--- config.mk ---
export PLATFORM = sky130hd
export DESIGN_NAME = smbbs_top
export DESIGN_NICKNAME = d
export VERILOG_FILES = /design/src/smbbs_pkg.sv /design/src/smbbs_strap.sv /design/src/smbbs_top.sv
export SDC_FILE = /design/constraint.sdc
export NUM_CORES = 1
export LEC_CHECK = 0
export BUFFER_PORTS_ARGS = -buffer_cell sky130_fd_sc_hd__buf_2
export CAP_MARGIN = 10
export CORE_MARGIN = 8
export CORE_UTILIZATION = 55
export CTS_CLUSTER_SIZE = 14
export DETAILED_ROUTE_END_ITERATION = 8
export PLACE_DENSITY = 0.81
export SLEW_MARGIN = 20
export SYNTH_ARGS = -nofsm -noshare
export SYNTH_HDL_FRONTEND = slang
export SYNTH_HIERARCHICAL = 1
export SYNTH_SLANG_ARGS = --single-unit
--- constraint.sdc ---
create_clock -name mclk -period 4.4 [get_ports mclk]
set_clock_uncertainty 0.15 [all_clocks]
set_input_delay 0.22 -clock mclk [delete_from_list [all_inputs] [get_ports mclk]]
set_output_delay 0.22 -clock mclk [all_outputs]
set_load 0.01 [all_outputs]
--- src/smbbs_pkg.sv ---
// constants and types for the static memory bus boot select block
package smbbs_pkg;
    localparam int ADDR_W = 20;
    localparam int DATA_W = 16;
    // boot region strap codes
    localparam logic [1:0] BOOT_ILLEGAL = 2'h0;
    localparam logic [1:0] BOOT_STACKED = 2'h1;
    localparam logic [1:0] BOOT_SECOND = 2'h2;
    localparam logic [1:0] BOOT_FIRST = 2'h3;
    // first region access: 3..8 with one set-up, or 6..16 with two set-up
    localparam logic [2:0] FIRST_ACC_MIN = 3'h3;
    localparam logic [2:0] FIRST_SETUP_ONE = 3'h1;
    localparam logic [2:0] FIRST_SETUP_TWO = 3'h2;
    // second region access 2,4,8,16,32 cycles as 2 << code
    localparam logic [5:0] SECOND_ACC_BASE = 6'h02;
    localparam logic [5:0] SECOND_SETUP = 6'h01;
    localparam logic [2:0] SECOND_OFF_MIN = 3'h2;
    // reset values: maximum waits, except second data-off code 2 (3 cycles)
    localparam logic [2:0] RST_FIRST_ACC_CODE = 3'h5;
    localparam logic RST_FIRST_DOUBLE = 1'h1;
    localparam logic [1:0] RST_FIRST_OFF_CODE = 2'h3;
    localparam logic [2:0] RST_SECOND_ACC_CODE = 3'h4;
    localparam logic [1:0] RST_SECOND_OFF_CODE = 2'h2;
    localparam logic [1:0] RST_SECOND_ASU_CODE = 2'h3;
    localparam logic [1:0] RST_BOOT_REGION = BOOT_FIRST;
    localparam logic RST_BOOT_WIDTH = 1'h0;
    localparam logic [1:0] BOOT_SETTLE = 2'h3;
    typedef enum logic [2:0] {
        SMBBS_IDLE = 3'b000,
        SMBBS_ASETUP = 3'b001,
        SMBBS_WSETUP = 3'b011,
        SMBBS_STROBE = 3'b010,
        SMBBS_OFF = 3'b110
    } smbbs_state_t;
endpackage : smbbs_pkg

--- src/smbbs_strap.sv ---
// boot strap capture after reset release
`timescale 1ns/10ps
module smbbs_strap (
    input wire logic mclk,
    input wire logic reset,
    input wire logic [1:0] boot_region_strap,
    input wire logic boot_bank_width_strap,
    output logic [1:0] boot_region,
    output logic boot_wide,
    output logic boot_done
);
    typedef struct packed {
        logic [1:0] reg_s1;
        logic [1:0] reg_s2;
        logic wid_s1;
        logic wid_s2;
        logic [1:0] settle;
        logic [1:0] region;
        logic wide;
        logic done;
    } smbbs_strap_t;
    smbbs_strap_t s_q, s_d;

    always_comb begin
        s_d = s_q;
        s_d.reg_s1 = boot_region_strap;
        s_d.reg_s2 = s_q.reg_s1;
        s_d.wid_s1 = boot_bank_width_strap;
        s_d.wid_s2 = s_q.wid_s1;
        if (!s_q.done) begin
            // wait for the synchroniser to fill before latching
            if (s_q.settle != smbbs_pkg::BOOT_SETTLE) begin
                s_d.settle = s_q.settle + 2'h1;
            end else begin
                s_d.region = s_q.reg_s2;
                s_d.wide = s_q.wid_s2;
                s_d.done = 1'b1;
            end
        end
    end

    always_ff @(posedge mclk or posedge reset) begin
        if (reset) begin
            s_q <= '0;
            s_q.region <= smbbs_pkg::RST_BOOT_REGION;
            s_q.wide <= smbbs_pkg::RST_BOOT_WIDTH;
        end else begin
            s_q <= s_d;
        end
    end

    assign boot_region = s_q.region;
    assign boot_wide = s_q.wide;
    assign boot_done = s_q.done;
endmodule : smbbs_strap

--- src/smbbs_top.sv ---
// external static memory bus engine with boot strap selection
`timescale 1ns/10ps
// Summary of operation
// - boot region straps are sampled after reset and reported on boot_region.
// - strap 00 illegal, 01 stacked flash, 10 second select, 11 first select.
// - width strap low gives 8-bit boot bank, high gives 16-bit.
// - first region is one 8 or 16 bit bank, bytes via byte selects.
// - first region serves SRAM, flash and optional page-mode flash.
// - first access 3..8 with one set-up, or 6..16 with two.
// - first region data-off time is 1 to 4 cycles.
// - second region is one 8 or 16 bit bank, bytes via byte selects.
// - second access 2,4,8,16 or 32 cycles including one set-up.
// - second region data-off time is 2, 3 or 4 cycles.
// - second region address set-up is 1 to 4 cycles.
// - write-data set-up zero without write type, else 0 to 3.
// - with write type, write-data set-up equals address set-up minus one.
// - 16-bit devices skip lowest address bit; 8-bit devices use it.
// - each output enable asserts only with its select and read strobe.
module smbbs_top (
    input wire logic mclk,
    input wire logic reset,
    input wire logic [1:0] boot_region_strap,
    input wire logic boot_bank_width_strap,
    input wire logic req_valid,
    input wire logic req_write,
    input wire logic req_region,
    input wire logic [smbbs_pkg::ADDR_W-1:0] req_addr,
    input wire logic [1:0] req_byte_en,
    input wire logic [smbbs_pkg::DATA_W-1:0] req_wdata,
    output logic req_ready,
    output logic rsp_valid,
    output logic [smbbs_pkg::DATA_W-1:0] rsp_rdata,
    input wire logic first_wide,
    input wire logic second_wide,
    input wire logic first_page_mode,
    input wire logic first_double_setup,
    input wire logic [2:0] first_access_code,
    input wire logic [1:0] first_off_code,
    input wire logic [2:0] second_access_code,
    input wire logic [1:0] second_off_code,
    input wire logic [1:0] second_addr_setup_code,
    input wire logic write_type_select,
    output logic [1:0] boot_region,
    output logic boot_wide,
    output logic boot_done,
    output logic boot_strap_illegal,
    output logic [smbbs_pkg::ADDR_W-1:0] bus_address,
    output logic [smbbs_pkg::DATA_W-1:0] bus_data_out,
    output logic bus_data_oe,
    input wire logic [smbbs_pkg::DATA_W-1:0] bus_data_in,
    output logic chip_select_first_n,
    output logic chip_select_second_n,
    output logic read_strobe_n,
    output logic write_strobe_n,
    output logic [1:0] byte_select_n,
    output logic output_enable_first_n,
    output logic output_enable_second_n
);
    typedef struct packed {
        smbbs_pkg::smbbs_state_t st;
        logic [5:0] cnt;
        logic region;
        logic write;
        logic wide;
        logic [smbbs_pkg::ADDR_W-1:0] addr;
        logic [1:0] be;
        logic [smbbs_pkg::DATA_W-1:0] wdata;
        logic [smbbs_pkg::DATA_W-1:0] rdata;
        logic rsp;
        logic cs1_n;
        logic cs2_n;
        logic re_n;
        logic we_n;
        logic oe;
        logic [1:0] bs_n;
        logic [smbbs_pkg::ADDR_W-1:0] page_addr;
        logic page_ok;
        logic [1:0] cap;
    } smbbs_top_t;
    smbbs_top_t s_q, s_d;

    logic [smbbs_pkg::DATA_W-1:0] din_s1_q;
    logic [smbbs_pkg::DATA_W-1:0] din_s2_q;

    // first region strobe cycles = total access minus set-up
    function automatic logic [5:0] first_strobe(input logic dbl, input logic [2:0] code);
        logic [5:0] total;
        logic [5:0] steps;
        // codes past the last step clamp to the longest access
        steps = (code > 3'h5) ? 6'h05 : {3'h0, code};
        // summed at six bits so code 5 cannot wrap
        total = steps + {3'h0, smbbs_pkg::FIRST_ACC_MIN};
        if (dbl) begin
            total = total << 1;
            first_strobe = total - {3'h0, smbbs_pkg::FIRST_SETUP_TWO};
        end else begin
            first_strobe = total - {3'h0, smbbs_pkg::FIRST_SETUP_ONE};
        end
    endfunction : first_strobe

    // device address bit 0 lands on the lowest line for 8-bit, next line for 16-bit
    function automatic logic [smbbs_pkg::ADDR_W-1:0] map_addr(input logic wide,
                                                               input logic [19:0] a);
        map_addr = wide ? {a[19:1], 1'b0} : a;
    endfunction : map_addr

    smbbs_strap u_strap (
        .mclk(mclk),
        .reset(reset),
        .boot_region_strap(boot_region_strap),
        .boot_bank_width_strap(boot_bank_width_strap),
        .boot_region(boot_region),
        .boot_wide(boot_wide),
        .boot_done(boot_done)
    );

    always_comb begin
        logic [2:0] code;
        logic [5:0] strobe_len;
        logic [5:0] asu;
        logic [5:0] wsu;
        logic [5:0] off_len;
        logic wide_sel;
        logic [smbbs_pkg::ADDR_W-1:0] maddr;
        code = 3'h0;
        strobe_len = 6'h00;
        asu = 6'h00;
        wsu = 6'h00;
        off_len = 6'h00;
        wide_sel = 1'b0;
        maddr = '0;
        s_d = s_q;
        s_d.rsp = 1'b0;
        // pin data reaches din_s2_q one edge after the strobe ends
        s_d.cap = {s_q.cap[0], 1'b0};
        if (s_q.cap[1]) begin
            s_d.rsp = 1'b1;
            s_d.rdata = din_s2_q;
        end
        // per-region timing, no ready pin so counts alone close each access
        if (s_q.region) begin
            code = (second_access_code > 3'h4) ? 3'h4 : second_access_code;
            strobe_len = (smbbs_pkg::SECOND_ACC_BASE << code) - smbbs_pkg::SECOND_SETUP;
            asu = {4'h0, second_addr_setup_code} + 6'h01;
            wsu = write_type_select ? asu - 6'h01 : 6'h00;
            off_len = (second_off_code == 2'h0) ? {3'h0, smbbs_pkg::SECOND_OFF_MIN}
                      : {4'h0, second_off_code} + 6'h01;
        end else begin
            strobe_len = first_strobe(first_double_setup, first_access_code);
            asu = first_double_setup ? 6'h02 : 6'h01;
            off_len = {4'h0, first_off_code} + 6'h01;
        end
        // bank width holds the reset boot width (8-bit) until boot settles
        wide_sel = req_region ? second_wide : first_wide;
        if (!boot_done) begin
            wide_sel = boot_wide;
        end
        maddr = map_addr(wide_sel, req_addr);
        case (s_q.st)
            smbbs_pkg::SMBBS_IDLE: begin
                if (req_valid) begin
                    s_d.region = req_region;
                    s_d.write = req_write;
                    s_d.wide = wide_sel;
                    s_d.addr = maddr;
                    s_d.be = wide_sel ? req_byte_en : 2'b01;
                    s_d.wdata = req_wdata;
                    s_d.cs1_n = req_region;
                    s_d.cs2_n = !req_region;
                    // page-mode hit skips set-up on same page reads
                    if (!req_region && first_page_mode && !req_write && s_q.page_ok
                        && (maddr[19:3] == s_q.page_addr[19:3])) begin
                        s_d.st = smbbs_pkg::SMBBS_STROBE;
                        s_d.re_n = 1'b0;
                        s_d.bs_n = ~s_d.be;
                        s_d.cnt = 6'h01;
                    end else begin
                        s_d.st = smbbs_pkg::SMBBS_ASETUP;
                        s_d.cnt = 6'h01;
                    end
                end
            end
            smbbs_pkg::SMBBS_ASETUP: begin
                if (s_q.cnt >= asu - ((s_q.write && s_q.region) ? wsu : 6'h00)) begin
                    s_d.cnt = 6'h01;
                    if (s_q.write) begin
                        s_d.oe = 1'b1;
                    end
                    if (s_q.write && s_q.region && wsu != 6'h00) begin
                        s_d.st = smbbs_pkg::SMBBS_WSETUP;
                    end else begin
                        s_d.st = smbbs_pkg::SMBBS_STROBE;
                        s_d.re_n = s_q.write;
                        s_d.we_n = !s_q.write;
                        s_d.bs_n = ~s_q.be;
                    end
                end else begin
                    s_d.cnt = s_q.cnt + 6'h01;
                end
            end
            smbbs_pkg::SMBBS_WSETUP: begin
                if (s_q.cnt >= wsu) begin
                    s_d.cnt = 6'h01;
                    s_d.st = smbbs_pkg::SMBBS_STROBE;
                    s_d.we_n = 1'b0;
                    s_d.bs_n = ~s_q.be;
                end else begin
                    s_d.cnt = s_q.cnt + 6'h01;
                end
            end
            smbbs_pkg::SMBBS_STROBE: begin
                if (s_q.cnt >= strobe_len) begin
                    s_d.cnt = 6'h01;
                    s_d.st = smbbs_pkg::SMBBS_OFF;
                    s_d.re_n = 1'b1;
                    s_d.we_n = 1'b1;
                    s_d.bs_n = 2'b11;
                    s_d.cap[0] = 1'b1;
                    s_d.page_addr = s_q.addr;
                    // a write leaves the page stale for the next read
                    s_d.page_ok = !s_q.region && !s_q.write;
                end else begin
                    s_d.cnt = s_q.cnt + 6'h01;
                end
            end
            smbbs_pkg::SMBBS_OFF: begin
                s_d.cs1_n = 1'b1;
                s_d.cs2_n = 1'b1;
                if (s_q.cnt >= off_len) begin
                    s_d.oe = 1'b0;
                    s_d.st = smbbs_pkg::SMBBS_IDLE;
                    s_d.cnt = 6'h00;
                end else begin
                    s_d.cnt = s_q.cnt + 6'h01;
                end
            end
            default: begin
                s_d.st = smbbs_pkg::SMBBS_IDLE;
            end
        endcase
    end

    always_ff @(posedge mclk or posedge reset) begin
        if (reset) begin
            s_q <= '0;
            s_q.st <= smbbs_pkg::SMBBS_IDLE;
            s_q.cs1_n <= 1'b1;
            s_q.cs2_n <= 1'b1;
            s_q.re_n <= 1'b1;
            s_q.we_n <= 1'b1;
            s_q.bs_n <= 2'b11;
            din_s1_q <= '0;
            din_s2_q <= '0;
        end else begin
            s_q <= s_d;
            din_s1_q <= bus_data_in;
            din_s2_q <= din_s1_q;
        end
    end

    // host side sees read data two clocks after the strobe ends
    assign req_ready = (s_q.st == smbbs_pkg::SMBBS_IDLE);
    assign rsp_valid = s_q.rsp;
    assign rsp_rdata = s_q.rdata;
    assign boot_strap_illegal = boot_done && (boot_region == smbbs_pkg::BOOT_ILLEGAL);
    assign bus_address = s_q.addr;
    assign bus_data_out = s_q.wdata;
    assign bus_data_oe = s_q.oe;
    assign chip_select_first_n = s_q.cs1_n;
    assign chip_select_second_n = s_q.cs2_n;
    assign read_strobe_n = s_q.re_n;
    assign write_strobe_n = s_q.we_n;
    assign byte_select_n = s_q.bs_n;
    assign output_enable_first_n = s_q.cs1_n | s_q.re_n;
    assign output_enable_second_n = s_q.cs2_n | s_q.re_n;
endmodule : smbbs_top

==> summary.md <==
| Metric | Value |
|---|---|
| Starting density of the core | ~56% |
| Worst EP required | 4550 ps |
| Synth Area in Simple Gates | about 15% |
| Reg-to-reg endpoint | s_q[91]$_DFFE_PP0P_ |
| Largest family of logic cells by synthesized area | simple AND/OR/NAND/NOR gates |
| Layout cells sized above 1 | between 30 and 40% |
| Global-route wire length before repair | 26900 µm |
| Hold Path Class | input port to flip-flop |
| Final Cell Area | 0.00843 mm² |
| Global route total overflow | 0 |
| HPWL Detailed | 10800 µm |
| Total Negative Setup Slacks | 0 ps |
| Global-route total usage across every layer | between 20% and 30% |
| Final Hold Fails | 0 |
| Placed insts | around 850 |
| Asr flop ratio synth | 100% |
| Area growth from synthesis to layout | 26.1% |
| Cell Pwr Density | ~660 mW/mm² |
| Routed via count | roughly 5000 |
| Achievable Freq | ~250 MHz |
| Final setup viols | 0 |
| Yosys warns | 6 |
| Worst Slack Setup Final | 476 ps |
| Hold Path Depth | 4 |
| Total clock sinks | between 100 and 150 |
| Remaining DRCs | 0 |
| Fillers | roughly 800 |
| Post-Synth Adder-Cell Area | under 10% |
| Synth area leaders | dfrtp_1, nand2_1, buf_4 |
| Max FO, Critical Path | 19 |
| Slew Limit Fails | 0 |
| Most frequent cell after synthesis | nand2_1 |
| Vias in the first global route | 5494 |
| I/O pins | 147 |
| Pleak | ~4.3 nW |
| Cells after Synth | about 630 |
| Fin crit share | 89.2% |
| # rows | 40 |
| IO buf count | approximately 150 |
| Slew HR | 47.1% |
| Detailed Route WL | between 15000 and 20000 µm |
| R2r worst-path depth | 13 |
| Clock Latency Late Sink | approximately 410 ps |
| Die Footprint | roughly 0.016 mm² |
| Mux contribution to synthesized area | 7.60% |
| Synth Area in Compound Gates | between 7 and 8% |
| Place WS | 510 ps |
| Final worst path period need | slightly below 4000 ps |
| Top-area cell type share of the netlist area | about half |
| Htree depth | 4 |
| Critical path arrival | between 4000 and 5000 ps |
| Clock buffer depth | 2 |
| Worst-path clk slew | roughly 60 ps |
| Core Util, Final | slightly above 70% |
| Worst r2r src | s_q[87]$_DFFE_PP0P_ |
| RSZ-0062 raised after global routing | no |
| Die Height | between 100 and 150 µm |
| Post-synth top area cell | dfrtp_1 |
| Routed len/inst | between 15 and 20 µm |
| First DRT Iteration DRCs | roughly 260 |
| CORE AREA | roughly 0.012 mm² |
| Most used DFF post-synth | dfrtp_1 |
| Post-CTS resize count | 0 |
| Worst reg2reg setup slack | 480 ps |
| Hold WS | between 100 and 150 ps |
| XOR/XNOR Fraction of Synth Area | 2.88% |
| Initial antenna violation count | 3 |
| Pwr Total | approximately 5.6 mW |
| Worst slew pin tran | just under 800 ps |
| Area of the mapped netlist | about 0.0067 mm² |
| Hold path start | req_valid |
| Net Count, Synth | roughly 740 |
| Avg Inst Size Synth | 10.7 µm² |
| Post-synth EDFFs | 0 |
| Critical Path Sink Type | flip-flop |
| Total Nets Final | between 800 and 900 |
| Status | completed |
| Final Wtd Congestion | 0.815 |
| First-pass DRT Iterations | 4 |
| Final antenna-violating net count | 0 |
| CTS root buf | clkbuf_16 |
| Worst Hold Path EP | bus_address[17]$_DFFE_PP0P_ |
| Max Cap Viol | 0 |
| CTS buffer count | 17 |
| Placed inst area | 0.00712 mm² |
| Largest net degree at the start of global routing | 93 |
| Die width | around 130 µm |
| Synth unique cells | between 60 and 70 |
| CTS tree | yes |
| Flip-flop and latch count after synthesis | between 100 and 150 |
| Peak VDD IR | approximately 0.00041 V |
| Sequential share of the synthesized area | 51.4% |
| Crit path kind | flip-flop to flip-flop |
| Via/cell ratio | about 5.3 |
| Non-Filler Instances | 940 |
| Startpoint Class | flip-flop |
| Top cells by count, synth | nand2_1, dfrtp_1, buf_4 |
## cell families (layout without fill, tap and decap cells)
logic type,Yosys count,in the layout
AO/OA/AOI/OAI,80,80
XOR/XNOR,22,22
adder cells (fa/ha/maj),34,34
buffers and inverters,98,263
flip-flops,137,137
multiplexers,44,44
other,0,3
AND/OR/NAND/NOR,210,210
## cell usage in the layout, fill, tap and decap left out, types with 10 or more instances in the layout
master	instances
nand2b_1	10
ha_1	33
nor2_1	18
nand2_1	134
inv_1	20
dlygate4sd3_1	60
mux2_2	36
dfrtp_1	129
xor2_1	19
clkbuf_16	17
a21oi_1	21
o21ai_0	15
buf_2	146
## sequential cells by signal, summed over array words and instances (netlist names), 2 cells and up
register             count
din_s1_q                16
u_strap/s_q              5
u_strap/boot_region      2
din_s2_q                16
bus_data_out            16
byte_select_n            2
s_q                     32
bus_address             20
u_strap/s_d              3
rsp_rdata               16
## cell type report
type | count | area (µm²) | share of cell area [%]
timing repair buffer | 210 | 1360 | 16.1
tap | 147 | 184 | 2.18
clock buffer | 20 | 457 | 5.42
inverter | 21 | 83.8 | 0.994
multi-input combinational | 390 | 2660 | 31.5
antenna | 3 | 7.51 | 0.0890
sequential | 137 | 3440 | 40.8
clock inverter | 12 | 244 | 2.89
## critical path, stage by stage, from the launching register on
cell and delay [ps]:
dfrtp_1 680, inv_1 280, nand2_1 140, nand2_1 90, ha_1 300, a21o_1 150, a21oi_1 210, o21ai_0 130
ha_1 330, nand4_1 120, o211ai_1 330, nand4_1 430, a21o_1 300, a22o_1 170
## routing by layer
| metal | GRT usage (%) | wire length [µm] |
|---|---|---|
| met4 | 13.0 | 570 |
| met1 | 22.9 | 6280 |
| met2 | 36.6 | 8540 |
| met3 | 6.33 | 1160 |
| met5 | 0 | 0 |
## worst max-delay path by stage
stage | startpoint | end | slack [ps] | depth (start not counted)
2_1_floorplan | reset | bus_address[0]$_DFFE_PP0P_ | 710 | 1
3_3_place_gp | second_addr_setup_code[0] | s_q[91]$_DFFE_PP0P_ | 650 | 16
3_5_place_dp | second_addr_setup_code[0] | s_q[92]$_DFFE_PP0P_ | 510 | 17
4_1_cts | s_q[87]$_DFFE_PP0P_ | s_q[91]$_DFFE_PP0P_ | 600 | 14
5_1_grt | s_q[87]$_DFFE_PP0P_ | s_q[91]$_DFFE_PP0P_ | 100 | 13
6_report | s_q[87]$_DFFE_PP0P_ | s_q[91]$_DFFE_PP0P_ | 480 | 13
## report_power, final
| part | total [mW] | internal (mW) | switching, mW | leakage (nW) |
|---|---|---|---|---|
| combinational | 1.90 | 0.843 | 1.05 | 2.27 |
| clock | 1.67 | 1.15 | 0.518 | 0.336 |
| sequential | 2.01 | 1.66 | 0.344 | 1.66 |
| total | 5.57 | 3.66 | 1.91 | 4.27 |
## what timing repair did
action,4_1_cts,5_1_grt
hold buffers,60,0
setup buffers,0,0
hold endpoints to repair,144,0
No activity file was read; power rests on OpenSTA's default activity.
